`src/core/mni_map.svh`:
```
// constants for the copy, store and no-op instruction executor
// assumes a 14-bit instruction word with four clock phases per instruction cycle
`ifndef MNI_MAP_SVH
`define MNI_MAP_SVH

`define MNI_INSTR_W 14
`define MNI_ADDR_W 7
`define MNI_DATA_W 8
`define MNI_PHASES 4

// field positions inside the instruction word
`define MNI_TOP_HI 13
`define MNI_TOP_LO 12
`define MNI_OPC_HI 11
`define MNI_OPC_LO 8
`define MNI_DEST_BIT 7
`define MNI_ADDR_HI 6
`define MNI_ADDR_LO 0
`define MNI_NOP_DC_HI 6
`define MNI_NOP_DC_LO 5
`define MNI_NOP_LOW_HI 4

// field values
`define MNI_TOP_VAL 2'h0
`define MNI_OPC_COPY 4'h8
`define MNI_OPC_ZERO 4'h0
`define MNI_NOP_LOW_VAL 5'h00
`define MNI_DATA_ZERO 8'h00

// reset values of the output registers
`define MNI_ADDR_RST 7'h00
`define MNI_DATA_RST 8'h00

`endif

```
`src/core/mni_pkg.sv`:
```
// types shared by the instruction executor and its phase generator
// assumes the constants header sits on the include path
`include "mni_map.svh"

package mni_pkg;

  typedef enum logic [1:0] {
    MNI_Q1 = 2'b00,
    MNI_Q2 = 2'b01,
    MNI_Q3 = 2'b10,
    MNI_Q4 = 2'b11
  } mni_phase_t;

  typedef enum logic [2:0] {
    MNI_OP_NONE = 3'b000,
    MNI_OP_COPY = 3'b001,
    MNI_OP_STORE = 3'b010,
    MNI_OP_NOP = 3'b011,
    MNI_OP_OTHER = 3'b100
  } mni_op_t;

  // request toward the file register array
  typedef struct packed {
    logic rdEn;
    logic wrEn;
    logic [`MNI_ADDR_W-1:0] addr;
    logic [`MNI_DATA_W-1:0] wrData;
  } mni_file_req_t;

  // write request toward the working register
  typedef struct packed {
    logic wrEn;
    logic [`MNI_DATA_W-1:0] data;
  } mni_work_req_t;

  // zero flag update
  typedef struct packed {
    logic wrEn;
    logic val;
  } mni_zero_req_t;

endpackage

```
`src/core/mni_phase_gen.sv`:
```
// four-phase divider: one instruction cycle is four clk_sys cycles
// assumes the core starts fetching at the first phase after reset release
`timescale 1ns/1ps
`default_nettype none
`include "mni_map.svh"

module mni_phase_gen #(
  parameter int PHASES = `MNI_PHASES
) (
  input wire logic clk_sys,
  input wire logic reset_n,
  output mni_pkg::mni_phase_t phase,
  output logic cycleStart
);
  import mni_pkg::*;

  typedef struct packed {
    mni_phase_t phase;
  } mni_pg_state_t;

  mni_pg_state_t st_q, st_d;

  // the phase encoding only covers exactly four phases
  if (PHASES != 4) begin : g_bad_phases
    $error("mni_phase_gen: PHASES must be 4");
  end

  // advance one phase per clock, wrapping after the fourth
  always_comb begin
    st_d = st_q;
    st_d.phase = mni_phase_t'(st_q.phase + 2'h1);
  end

  always_ff @(posedge clk_sys or negedge reset_n) begin
    if (!reset_n) begin
      st_q <= '{phase: MNI_Q1};
    end else begin
      st_q <= st_d;
    end
  end

  assign phase = st_q.phase;
  assign cycleStart = (st_q.phase == MNI_Q1); // handshake level during the decode phase

endmodule
`default_nettype wire

```
`src/core/mni_exec.sv`:
```
// executor for the copy-file, store-working and no-op instructions
// assumes the file array returns read data one clock after a read strobe,
// and that the instruction word is held stable during the decode phase
`timescale 1ns/1ps
`default_nettype none
`include "mni_map.svh"

module mni_exec #(
  parameter int INSTR_W = `MNI_INSTR_W,
  parameter int ADDR_W = `MNI_ADDR_W,
  parameter int DATA_W = `MNI_DATA_W
) (
  input wire logic clk_sys,
  input wire logic reset_n,
  input wire logic instrValid,
  input wire logic [`MNI_INSTR_W-1:0] instrWord,
  input wire logic [`MNI_DATA_W-1:0] fileRdData,
  input wire logic [`MNI_DATA_W-1:0] workValue,
  output mni_pkg::mni_phase_t phase,
  output logic decodeReady,
  output logic foreignInstr,
  output mni_pkg::mni_file_req_t fileReq,
  output mni_pkg::mni_work_req_t workReq,
  output mni_pkg::mni_zero_req_t zeroReq
);
  import mni_pkg::*;

  // the struct carriers are sized by the header, so the widths are fixed
  if (INSTR_W != `MNI_INSTR_W || ADDR_W != `MNI_ADDR_W || DATA_W != `MNI_DATA_W) begin : g_bad
    $error("mni_exec: widths must match the instruction format");
  end

  typedef struct packed {
    mni_op_t op;
    logic dest;
    logic foreign;
    mni_file_req_t file;
    mni_work_req_t work;
    mni_zero_req_t zero;
  } mni_state_t;

  mni_state_t st_q, st_d;
  logic decodeNow;

  // classify one instruction word; shared by the datapath and the checks
  function automatic mni_op_t decodeOp(input logic [`MNI_INSTR_W-1:0] w);
    mni_op_t r;
    r = MNI_OP_OTHER;
    if (w[`MNI_TOP_HI:`MNI_TOP_LO] == `MNI_TOP_VAL) begin
      if (w[`MNI_OPC_HI:`MNI_OPC_LO] == `MNI_OPC_COPY) begin
        r = MNI_OP_COPY;
      end else if (w[`MNI_OPC_HI:`MNI_OPC_LO] == `MNI_OPC_ZERO) begin
        if (w[`MNI_DEST_BIT]) begin
          r = MNI_OP_STORE;
        end else if (w[`MNI_NOP_LOW_HI:0] == `MNI_NOP_LOW_VAL) begin
          r = MNI_OP_NOP;
        end
      end
    end
    return r;
  endfunction

  mni_phase_gen #(
    .PHASES(`MNI_PHASES)
  ) u_phase (
    .clk_sys(clk_sys),
    .reset_n(reset_n),
    .phase(phase),
    .cycleStart(decodeReady)
  );

  assign decodeNow = decodeReady && instrValid;

  // one phase step per clock; strobes are set a clock ahead so they leave flip-flops
  always_comb begin
    st_d = st_q;
    unique case (phase)
      MNI_Q1: begin
        // decode; an absent word behaves as a bubble
        st_d.op = decodeNow ? decodeOp(instrWord) : MNI_OP_NONE;
        st_d.dest = instrWord[`MNI_DEST_BIT];
        st_d.foreign = decodeNow && (decodeOp(instrWord) == MNI_OP_OTHER);
        // address is captured even for a bubble; without a strobe nobody uses it
        st_d.file.addr = instrWord[`MNI_ADDR_HI:`MNI_ADDR_LO];
        st_d.file.rdEn = decodeNow && (decodeOp(instrWord) == MNI_OP_COPY);
      end
      MNI_Q2: begin
        st_d.foreign = 1'b0;
        st_d.file.rdEn = 1'b0;
      end
      MNI_Q3: begin
        // read data is valid now; stage the write to the destination
        if (st_q.op == MNI_OP_COPY) begin
          st_d.work.wrEn = !st_q.dest;
          st_d.work.data = fileRdData;
          st_d.file.wrEn = st_q.dest;
          st_d.file.wrData = fileRdData;
          st_d.zero.wrEn = 1'b1;
          st_d.zero.val = (fileRdData == `MNI_DATA_ZERO);
        end else if (st_q.op == MNI_OP_STORE) begin
          // flags are left alone on purpose
          st_d.file.wrEn = 1'b1;
          st_d.file.wrData = workValue;
        end
        // a no-op stages nothing, so no register or flag can move
      end
      MNI_Q4: begin
        // writes land on this edge; everything drops before the next decode
        st_d.op = MNI_OP_NONE;
        st_d.file.wrEn = 1'b0;
        st_d.work.wrEn = 1'b0;
        st_d.zero.wrEn = 1'b0;
      end
    endcase
  end

  always_ff @(posedge clk_sys or negedge reset_n) begin
    if (!reset_n) begin
      st_q <= '{op: MNI_OP_NONE, dest: 1'b0, foreign: 1'b0,
                file: '{rdEn: 1'b0, wrEn: 1'b0, addr: `MNI_ADDR_RST, wrData: `MNI_DATA_RST},
                work: '{wrEn: 1'b0, data: `MNI_DATA_RST},
                zero: '{wrEn: 1'b0, val: 1'b0}};
    end else begin
      st_q <= st_d;
    end
  end

  assign fileReq = st_q.file;
  assign workReq = st_q.work;
  assign zeroReq = st_q.zero;
  assign foreignInstr = st_q.foreign;

  logic anyStrobe;
  assign anyStrobe = fileReq.rdEn || fileReq.wrEn || workReq.wrEn || zeroReq.wrEn;
endmodule
`default_nettype wire

```
`config.mk`:
```
export PLATFORM = sky130hd
export DESIGN_NAME = mni_exec
export DESIGN_NICKNAME = d
export VERILOG_FILES = /design/src/core/mni_pkg.sv /design/src/core/mni_phase_gen.sv /design/src/core/mni_exec.sv
export VERILOG_INCLUDE_DIRS = /design/src /design/src/core
export SDC_FILE = /design/constraint.sdc
export NUM_CORES = 1
export LEC_CHECK = 0
export ABC_AREA = 0
export BUFFER_PORTS_ARGS = -buffer_cell sky130_fd_sc_hd__buf_2
export CAP_MARGIN = 20
export CORE_MARGIN = 10
export CORE_UTILIZATION = 53
export CTS_CLUSTER_DIAMETER = 120
export CTS_CLUSTER_SIZE = 8
export DETAILED_ROUTE_END_ITERATION = 8
export GPL_TIMING_DRIVEN = 0
export HOLD_SLACK_MARGIN = 0.12
export PLACE_DENSITY = 0.84
export SYNTH_ARGS = -nofsm -noshare
export SYNTH_HDL_FRONTEND = slang
export SYNTH_SLANG_ARGS = --single-unit
```
`constraint.sdc`:
```
create_clock -name clk_sys -period 3.6 [get_ports clk_sys]
set_input_delay 0.36 -clock clk_sys [delete_from_list [all_inputs] [get_ports clk_sys]]
set_output_delay 0.36 -clock clk_sys [all_outputs]
set_load 0.03 [all_outputs]
```
======== Word level (Yosys, flattened, before mapping) ========
Cells that the tools add are included.
cells by class
  add/subtract/negate cells ............... 1
  eq/ne operators ......................... 10
  mux-type cells .......................... 17
  reduce and logical (&&, ||, !) cells .... 17
operators by type and width
  kind                 number
  $mux 3               7
  $mux 8               2
  $mux 11              1
  $logic_not 8->1      1
  $reduce_and 2->1     4
  $reduce_bool 2->1    4
  $eq 3x1->1 const B   2
  $pmux 1 s2           3
  $pmux 3 s2           1
  $logic_not 5->1      1
  $eq 2x2->1 const B   2
  $eq 4x4->1 const B   1
  $logic_not 2->1      2
  $logic_not 4->1      1
  $pmux 2 s2           1
  $eq 3x2->1 const B   1
  $eq 3x3->1 const B   1
  $logic_and 1x1->1    3
  $ne 3x3->1 const B   1
  $add 2x1->2 const B  1
  $eq 2x1->1 const B   1
  $mux 1               2
  $ne 2x2->1 const B   1
  $logic_not 1->1      1
storage, ports and cells
  register bits after elaboration ......... 35
  input port bits ......................... 33
  output and inout bits ................... 32
  word-level logic and storage cells ...... 57

======== Longest topological paths before layout ========
Gate-level depths: netlist (run 1).
  word-level depth ........................ 10
  depth in mapped cells ................... 6
  gate-level depth less buffers ........... 5

======== Hierarchy ========
Synthesis (run 1) repeated with hierarchy kept, for this count alone.
second synthesis, totals
  cell total of the unflattened synthesis .. 176
  area, all modules ....................... 1,835.5 um2
modules (own cells, without submodules)
  module         instances  cells an instance  area an instance (um2)  seq. area each (um2)
  mni_exec       1          171                1,765.4                 825.8
  mni_phase_gen  1          5                  70.1                    50.0

======== Least setup slack after synthesis (run 1) ========
Ideal clock, no wire load.
  path kind ............................... reg-to-reg
  start point ............................. reg u_phase.st_q, in the netlist u_phase.phase[0]
  end point ............................... reg st_q, in the netlist fileReq[10]
  library setup time ...................... 0.125 ns
  arrival ................................. 1.745 ns
  slack ................................... 1.730 ns
  cell stages (with the launch flop) ...... 5
  cells stage by stage .................... dfrtp_1 > inv_1 > ha_1 > buf_1 > mux2_2
on the way
  word-level cells in the longest chain between the ends .. 1
RTL lines
  what                    line                 text
  start, declared         mni_phase_gen.sv:21  mni_pg_state_t st_q, st_d;
  start signal, assigned  mni_phase_gen.sv:36  st_q <= '{phase: MNI_Q1};
  start signal, assigned  mni_phase_gen.sv:38  st_q <= st_d;
  $logic_not 2->1         --
  net decodeReady         mni_exec.sv:20       output logic decodeReady,
  end signal, assigned    mni_exec.sv:119      st_q <= '{op: MNI_OP_NONE, dest: 1'b0, foreign: 1'b0,
  end signal, assigned    mni_exec.sv:124      st_q <= st_d;
  end, declared           mni_exec.sv:42       mni_state_t st_q, st_d;
The timed path passes the listed nets, and every way through them passes these cells.
A chain may end at the register's enable or synchronous reset.

======== Worst setup path in the final report (run 1) ========
  start point ............................. reg u_phase.st_q, in the netlist u_phase.phase[0]
  end point ............................... reg st_q, in the netlist fileReq[2]
on the way
  word-level cells in the longest chain between the ends .. 2
RTL lines
  what                               line            text
  $eq 2x2->1                         mni_exec.sv:77  unique case (phase)
  $reduce_and 2->1 (no source line)  --
No other way between the ends.

==> metrics.md, run 1 <==
| Metric | Value |
|---|---|
| Status | finished clean |
| Synthesis-stage register bit count | 35 |
| Commonest non-fill, non-tap cell in the layout | buf_2 |
| Routability cong. | 0.813 |
| Layout area overhead | 24.8% |
| Final period utilization | 0.507 |
| Final HPWL DP | 3070 um |
| First-pass GRT wire length | 6220 um |
| Kind of critical path | reg -> reg |
| Layout cells sized above 1 | 0.615 |
| Hold-fix buffers at CTS | 1 |
| Async set-reset flop share out of synthesis | 1.00 |
| P_sw | 0.000181 W |
| Post-layout util | 0.688 |
| Min-Delay Path Class | in -> reg |
| Worst-path maximum fanout | 8 |
| Max Root-Sink Buffers | 2 |
| Synthesis Warnings | 0 |
| IO Count | 65 |
| DRT iter0 DRCs | 27 |
| Clk sink count | 35 |
| Num CTS Buffers | 5 |
| RSZ-0062 raised after global routing | no |
| Via count | 1304 |
| Routed length per instance | 14.1 um |
| Initial Util | 0.551 |
| DR vias/cell | 4.79 |
| VDD IR-drop max | 0.293 mV |
| Comb pwr share | 0.125 |
| Layout Nets | 262 |
| CTS tree | built |
| Grt ovf | 0 |
| Layout Skew | 0.00524 ns |
| Met1 Use GR | 0.120 |
| FMAX | 0.547 GHz |
| Pleak | 1.24 nW |
| Drc violations | 0 |
| Seq/Total Area, Yosys | 0.476 |
| ANT cells | 0 |
| Initial antenna violation count | 0 |
| Max_cap viols | 0 |
| Cell Pwr Density | 324 nW/um^2 |
| Final Hold Fails | 0 |
| Die width | 78.9 um |
| Finished layout cell area | 2300 sq um |
| Die Y-Extent | 78.9 um |
| Setup Fix Bufs, Post-CTS | 0 |
| Final wirelength | 3830 um |
| Clock Latency Late Sink | 0.33 ns |
| Post-CTS sizing | 0 |
| Final min period | 1.83 ns |
| Cell Area, Synth | 1840 sq um |
| IO buf count | 64 |
| Cells after DPL | 263 |
| Clk pwr share | 0.323 |
| Post-DP Area | 2220 sq um |
| GRT met3 Usage | 0.0518 |
| Non-filler instance count after layout | 272 |
| Setup TNS Final | 0 ns |
| CP required | 3.82 ns |
| Commonest non-fill, non-tap cells in the layout | 65 x buf_2, 35 x dfrtp_1, 31 x mux2_2 |
| Worst setup EP type | flip-flop |
| Met2 usage | 0.224 |
| Busiest grt layer | met2 |
| Die area | 6230 sq um |
| Arr. time, crit path | 2.05 ns |
| Crit start category | flip-flop |
| Num rows | 21 |
| Syn Inst Count | 153 |
| First-pass DRT Iterations | 4 |
| Ys flop type | dfrtp_1 |
| Switch share | 0.244 |
| H-tree depth reported by CTS | 2 |
| Worst Tran Pin Value | 0.755 ns |
| Finish-stage setup viols | 0 |
| Int Power | 0.000563 W |
| Max-slew violations | 0 |
| Unique masters post-synth | 31 |
| Syn Area/Cell | 12.0 sq um |
| CTS clk-pin slew, worst paths | 0.10 ns |
| Post-Syn Nets | 190 |
| Rel. slew slack | 0.496 |
| Vias in the first global route | 1391 |
| Root buffer selected by CTS | clkbuf_4 |
| Total Routing Usage GR | 0.123 |
| Final ANT Viol Nets | 0 |
| Number of synthesized flops with an enable pin | 0 |
| Core ar. | 3340 sq um |
| Flop pwr share | 0.552 |
| Largest net degree at the start of global routing | 36 |
[power by group through the flow]
stage                     combinational (W)  sequential [W]  clock (W)
after floorplan                   0.0000508        0.000418          0
after global placement            0.0000925        0.000418          0
after detailed placement          0.0000939        0.000418          0
after CTS                         0.0000950        0.000411   0.000251
after global routing               0.000101        0.000412   0.000261
final                             0.0000932        0.000410   0.000240
[area by class of cell]
type / instances / area (sq um)
Buffer: 31 / 230
Clock buffer: 8 / 68.8
Fill cell: 279 / 1040
Inverter: 7 / 26.3
Multi-Input combinational cell: 80 / 707
Sequential cell: 35 / 876
Tap cell: 46 / 57.6
Timing Repair Buffer: 65 / 330
[Yosys cell counts (4+ instances only)]
cell,number,area share
buf_4,28,0.11
nand2_1,4,0.0082
dfrtp_1,35,0.48
nand3_1,5,0.014
ha_1,4,0.027
inv_1,7,0.014
o21ai_0,6,0.016
nor2_1,4,0.0082
mux2_2,31,0.19
[worst paths after layout]
check | from | endpoint | slack (ns) | cells past startpoint
max in group asynchronous | reset_n | fileReq[2] | 2.49 | 2
min in group asynchronous | reset_n | fileReq[11] | 0.62 | 2
max reg2reg | u_phase.phase[0] | fileReq[2] | 1.77 | 5
min | instrWord[6] | fileReq[14] | 0.25 | 2
max | u_phase.phase[0] | fileReq[2] | 1.77 | 5
min reg2reg | foreignInstr | foreignInstr | 0.51 | 2
[metrics by stage]
| stage | power [W] | hold WS [ns] | setup slack [ns] |
|---|---|---|---|
| finish | 0.000744 | 0.254 | 1.77 |
| global placement | 0.000510 | 0.481 | 1.80 |
| detailed placement | 0.000512 | 0.476 | 1.77 |
| CTS | 0.000757 | 0.234 | 1.76 |
| floorplan | 0.000469 | 0.0644 | 1.73 |
| global route | 0.000775 | 0.245 | 1.64 |
[critical path: stages (launching register included)]
cell and delay [ns]:
dfrtp_1 0.43, inv_1 0.11, ha_1 0.30, nand2b_1 0.13
nor2_2 0.37, mux2_2 0.38
[sequential cells by signal (all words and copies together), names as in the netlist]
register       flops
u_phase.phase      2
st_q               4
foreignInstr       1
zeroReq            2
fileReq           17
workReq            9
[routing by layer]
metal  vias up  routed length [um]
li1        662                   -
met4         0                  53
met2        31                2040
met3         7                 273
met5         -                   0
met1       604                1460
[cells by family (layout without fill, tap and decap cells)]
family                   count (synthesis)  count (layout)  synth area share
buffers and inverters                   38             111             0.139
flip-flops                              35              35             0.476
multiplexers                            31              31             0.190
AND/OR/NAND/NOR                         27              27            0.0959
AO/OA/AOI/OAI                           17              17            0.0667
adder cells (fa/ha/maj)                  4               4            0.0272
XOR/XNOR                                 1               1           0.00476
Power figures use the tool's default switching activity.
==> run 2: changes to the inputs <==
Settings changed: CORE_UTILIZATION 53 to 45, PLACE_DENSITY 0.84 to 0.76.
Clock period 3.6 ns to 1.6 ns, I/O delays scaled along.
==> metrics.md, run 2 (synthesis results as in run 1) <==
| Metric | Value |
|---|---|
| Cell Pwr Density | 731 nW/um^2 (+130%) |
| Crit start category | flip-flop |
| Vias in the first global route | 1406 (+1.1%) |
| Switch share | 0.255 (+0.0112) |
| Min-Delay Path Class | in -> reg |
| Pwr Total | 0.00177 W (+140%) |
| Grt ovf | 0 (unchanged) |
| Core ar. | 3970 sq um (+19%) |
| Rel. slew slack | 0.486 (-0.0107) |
| Clock Latency Late Sink | 0.29 ns (-0.04 ns) |
| Via count | 1348 (+3.4%) |
| Worst setup EP type | flip-flop |
| Commonest non-fill, non-tap cell in the layout | buf_2 |
| Finish-stage setup viols | 0 (unchanged) |
| Hold depth | 2 (unchanged) |
| P_sw | 0.000452 W (+150%) |
| Kind of critical path | reg -> reg |
| Int Power | 0.00132 W (+130%) |
| RSZ-0062 raised after global routing | yes |
| Flop pwr share | 0.522 (-0.030) |
| IO Count | 65 (unchanged) |
| Max_cap viols | 0 (unchanged) |
| Layout Nets | 270 (+3.1%) |
| Comb pwr share | 0.125 (about the same) |
| R2R depth | 5 (unchanged) |
| Final min period | 1.57 ns (-0.260 ns) |
| Hold endpoint | fileReq[11] |
| Initial antenna violation count | 0 (unchanged) |
| First-pass DRT Iterations | 2 (-2) |
| Status | finished clean |
| H-tree depth reported by CTS | 2 (unchanged) |
| Total Routing Usage GR | 0.115 (-0.00814) |
| Die Y-Extent | 83.9 um (+6.4%) |
| Root buffer selected by CTS | clkbuf_8 |
| Routability cong. | 0.766 (-5.8%) |
| Post-layout util | 0.610 (-0.0778) |
| IO buf count | 64 (unchanged) |
| Worst R2R End | st_q[31] |
| First-pass GRT wire length | 6690 um (+7.6%) |
| Layout cells sized above 1 | 0.645 (+0.0303) |
| Crit path from | u_phase.phase[0] |
| Crit Reg-Reg Startpoint | u_phase.phase[0] |
| Clk pwr share | 0.354 (+0.031) |
| Pleak | 1.29 nW (+3.9%) |
| Max FFs per register | 17 (unchanged) |
| CTS tree | built |
| ANT cells | 0 (unchanged) |
| Num CTS Buffers | 5 (unchanged) |
| Multi-input gate area | 738 sq um (+4.4%) |
| Initial Util | 0.463 (-0.0880) |
| Final period utilization | 0.979 (+0.472) |
| Fill cell count | 343 (+23%) |
| Layout area overhead | 31.8% |
| FMAX | 0.638 GHz (+17%) |
| Worst-path maximum fanout | 5 (-3) |
| Worst hold path startpoint | instrWord[3] |
| DRT iter0 DRCs | 42 (+56%) |
| Commonest non-fill, non-tap cells in the layout | 65 x buf_2, 34 x buf_4, 33 x dfrtp_1 |
| Arr. time, crit path | 1.75 ns (-0.30 ns) |
| CTS clk-pin slew, worst paths | 0.07 ns (-0.03 ns) |
| VDD IR-drop max | 0.532 mV (+82%) |
| Layout Skew | 0.00500 ns (-0.000245 ns) |
| Final wirelength | 4160 um (+8.9%) |
| Final Hold Fails | 0 (unchanged) |
| Die area | 7040 sq um (+13%) |
| Largest net degree at the start of global routing | 36 (unchanged) |
| Clk sink count | 35 (unchanged) |
| Register area | 878 sq um (+0.29%) |
| Worst Tran Pin Value | 0.772 ns (+0.0161 ns) |
| DR vias/cell | 4.75 (-0.99%) |
| Final HPWL DP | 3150 um (+2.4%) |
| Drc violations | 0 (unchanged) |
| Routed length per instance | 14.7 um (+4.3%) |
| Die width | 83.9 um (+6.4%) |
| CP required | 1.78 ns (-2.04 ns) |
| Final ANT Viol Nets | 0 (unchanged) |
| Max-slew violations | 0 (unchanged) |
| Worst reg-to-reg setup slack | 0.03 ns (-1.74 ns) |
| Num rows | 23 (+9.5%) |
| Max Root-Sink Buffers | 2 (unchanged) |
## run 2: worst max-delay path by stage
stage	cells past startpoint	endpoint	slack, ns
floorplan	5	st_q[31]	-0.05
global placement	5	workReq[4]	-0.05
detailed placement	5	workReq[3]	-0.07
CTS	5	st_q[31]	0.03
global route	4	fileReq[5]	-0.01
finish	5	st_q[31]	0.03
## run 2: layout make-up
class / instances / share of cell area
buffer: 31 / 0.0981
clock buffer: 6 / 0.0299
clock inverter: 2 / 0.00516
inverter: 7 / 0.0108
multi-input combinational: 80 / 0.305
sequential: 35 / 0.362
tap: 50 / 0.0258
timing repair buffer: 73 / 0.163
## run 2: worst max-delay path, stage by stage, from the launching register on
cell      delay [ns]
dfrtp_2         0.37
inv_2           0.06
ha_2            0.36
and4bb_2        0.28
and2_1          0.16
a32o_1          0.24
## run 2: per-stage QoR
stage / worst slack [ns] / area (sq um) / hold WS, ns / instances / TNS (ns)
after floorplan: -0.0470 / 1860 / -0.136 / 153 / -0.327
after global placement: -0.0496 / 2240 / 0.285 / 267 / -0.645
after CTS: 0.0306 / 2390 / 0.120 / 281 / 0
final: 0.0328 / 2420 / 0.131 / 284 / 0
after global routing: -0.0140 / 2420 / 0.123 / 284 / -0.0523
after detailed placement: -0.0715 / 2240 / 0.294 / 267 / -0.819
## run 2: what timing repair did
item | 4_1_cts | 5_1_grt
resized for setup | 2 | 3
hold endpoints to repair | 37 | 0
pin swaps | 1 | 2
buffers inserted | 3 | 3
hold buffers | 3 | 0
setup endpoints to repair | 16 | 11
## run 2: layer usage
| layer | vias to the layer above | share of wire | GRT usage |
|---|---|---|---|
| met2 | 28 | 0.54 | 0.211 |
| li1 | 673 | - | - |
| met3 | 4 | 0.053 | 0.0391 |
| met4 | 0 | 0.013 | 0.0502 |
| met5 | - | 0 | 0 |
| met1 | 643 | 0.39 | 0.113 |
## run 2: power groups by stage
stage	logic, W	clock network (W)	registers, W
2_1_floorplan	0.000114	0	0.000941
3_3_place_gp	0.000210	0	0.000940
3_5_place_dp	0.000213	0	0.000941
4_1_cts	0.000219	0.000650	0.000923
5_1_grt	0.000241	0.000685	0.000927
6_report	0.000221	0.000626	0.000924
==> run 3: changes to the inputs <==
Settings changed: CELL_PAD_IN_SITES_DETAIL_PLACEMENT from default to 0, CELL_PAD_IN_SITES_GLOBAL_PLACEMENT from default to 1, CORE_UTILIZATION 45 to 34, PLACE_DENSITY 0.76 to default, PLACE_DENSITY_LB_ADDON from default to 0.1.
==> metrics.md, run 3 (synthesis results as in run 1) <==
| Metric | Value |
|---|---|
| Status | finished clean |
| H-tree depth reported by CTS | 2 (unchanged) |
| Cell Pwr Density | 772 nW/um^2 (+5.6%) |
| Kind of critical path | reg -> reg |
| Final Hold Fails | 0 (unchanged) |
| FMAX | 0.642 GHz (+0.58%) |
| Initial Util | 0.356 (-0.108) |
| Routability cong. | 0.770 (+0.55%) |
| Final HPWL DP | 3460 um (+9.9%) |
| Commonest non-fill, non-tap cells in the layout | 65 x buf_2, 37 x buf_4, 32 x dfrtp_1 |
| Max Root-Sink Buffers | 2 (unchanged) |
| Final min period | 1.56 ns (-0.00899 ns) |
| Final ANT Viol Nets | 0 (unchanged) |
| Rel. slew slack | 0.458 (-0.0273) |
| Commonest non-fill, non-tap cell in the layout | buf_2 |
| Worst-path maximum fanout | 5 (unchanged) |
| Crit start category | flip-flop |
| Pwr Total | 0.00197 W (+11%) |
| Met1 Wirelength | 1820 um (+12%) |
| Vias in the first global route | 1514 (+7.7%) |
| Arr. time, crit path | 1.74 ns (about the same) |
| Via count | 1389 (+3.0%) |
| IO buf count | 64 (unchanged) |
| Root buffer selected by CTS | clkbuf_8 |
| IO Count | 65 (unchanged) |
| Critical path's largest stage delay | 0.40 ns (+0.03 ns) |
| Max_cap viols | 0 (unchanged) |
| Cells after DPL | 287 (+7.5%) |
| Register area | 880 sq um (+0.14%) |
| Pleak | 1.33 nW (+3.4%) |
| CTS tree | built |
| Max FFs per register | 17 (unchanged) |
| Num rows | 26 (+13%) |
| Clock Latency Late Sink | 0.29 ns (about the same) |
| Final period utilization | 0.974 (-0.00562) |
| Non-filler instance count after layout | 310 (+9.2%) |
| Worst path cell trace | inv_1, ha_4, and4bb_2, and2_1, a32o_1 |
| Num CTS Buffers | 5 (unchanged) |
| Layout area overhead | 39.0% |
| Routed wl met2 | 2330 um (+2.8%) |
| Die width | 93.6 um (+11%) |
| Top layer in use | met4 |
| First-pass DRT Iterations | 4 (+2) |
| Max-slew violations | 0 (unchanged) |
| Core ar. | 5170 sq um (+30%) |
| Multi-input gate area | 748 sq um (+1.4%) |
| Routed length per instance | 14.5 um (-0.82%) |
| CP required | 1.78 ns (about the same) |
| Finish-stage setup viols | 0 (unchanged) |
| Fill cell count | 507 (+48%) |
| Hold slack | 0.132 ns (+0.000924 ns) |
| ANT cells | 0 (unchanged) |
| Worst setup EP type | flip-flop |
| Final wirelength | 4510 um (+8.3%) |
| Layout Nets | 276 (+2.2%) |
| VDD IR-drop max | 0.370 mV (-30%) |
| Die Y-Extent | 93.6 um (+11%) |
| Grt ovf | 0 (unchanged) |
| Worst Tran Pin Value | 0.812 ns (+0.0409 ns) |
| Total Routing Usage GR | 0.105 (-0.00968) |
| Die area | 8750 sq um (+24%) |
| Worst Path Buf+Inv | 1 (unchanged) |
| First-pass GRT wire length | 7330 um (+9.6%) |
| Initial antenna violation count | 0 (unchanged) |
| Min-Delay Path Class | in -> reg |
| CTS clk-pin slew, worst paths | 0.07 ns (about the same) |
| Layout cells sized above 1 | 0.658 (+0.0130) |
| Family with the most delay on the worst path | simple AND/OR/NAND/NOR gates |
| DR vias/cell | 4.48 (-5.6%) |
| Slowest-stage cell, CP | dfrtp_2 |
| Layout Skew | 0.00469 ns (-0.000307 ns) |
| DRT iter0 DRCs | 53 (+26%) |
| Clk sink count | 35 (unchanged) |
| Drc violations | 0 (unchanged) |
| Largest net degree at the start of global routing | 36 (unchanged) |
| Met3 Routed Length | 306 um (+38%) |
run 3: cell types whose count changed in the layout (fill, tap and decap cells not counted), sizes merged:
cell         change
buf              +4
dlygate4sd3      +2
bufinv           +1
clkinvlp         -1
run 3: per-stage QoR:
stage	area (sq um)	utilization	setup WS (ns)	setup TNS (ns)
finish	2560	0.494	0.0418	0
global route	2560	0.494	-0.00330	-0.00330
CTS	2470	0.478	0.000211	0
detailed placement	2260	0.438	-0.0844	-1.13
global placement	2260	0.438	-0.0661	-0.818
floorplan	1860	-	-0.0470	-0.327
run 3: worst paths after layout:
path	depth (start not counted)	from	slack [ns]	endpoint
hold reg to reg	1	u_phase.phase[0]	0.47	u_phase.phase[0]
hold / removal	2	instrWord[3]	0.13	fileReq[11]
setup reg to reg	5	u_phase.phase[1]	0.04	st_q[31]
max in group asynchronous	2	reset_n	0.54	u_phase.phase[0]
min in group asynchronous	2	reset_n	0.50	fileReq[11]
setup / recovery	5	u_phase.phase[1]	0.04	st_q[31]
run 3: layout make-up:
cell class / instances / share of cell area
clock buffers: 6 / 0.0323
flip-flops and latches: 35 / 0.344
multi-input cells: 80 / 0.293
inverters: 7 / 0.0113
repair buffers: 79 / 0.179
well taps: 70 / 0.0342
clock inverters: 2 / 0.0137
plain buffers: 31 / 0.0930
run 3: what timing repair did:
action / in CTS / in global routing
setup buffers: 1 / 8
endpoints found under the setup margin: 16 / 17
hold buffers: 5 / 0
pin swaps: 2 / 2
gates resized for setup: 5 / 3
endpoints found under the hold margin: 39 / 0
cloned: 0 / 1
run 3: layer usage:
metal,vias to the layer above,global-route usage
li1,678,-
met1,673,0.119
met2,33,0.176
met3,5,0.0424
met4,0,0.0342
met5,-,0
run 3: where the power goes:
part	leakage (nW)	total, W	switching [W]	internal, W
Combinational	0.819	0.000222	0.000117	0.000105
Sequential	0.451	0.000925	0.0000148	0.000910
Clock	0.0612	0.000827	0.000323	0.000504
Total	1.33	0.00197	0.000455	0.00152
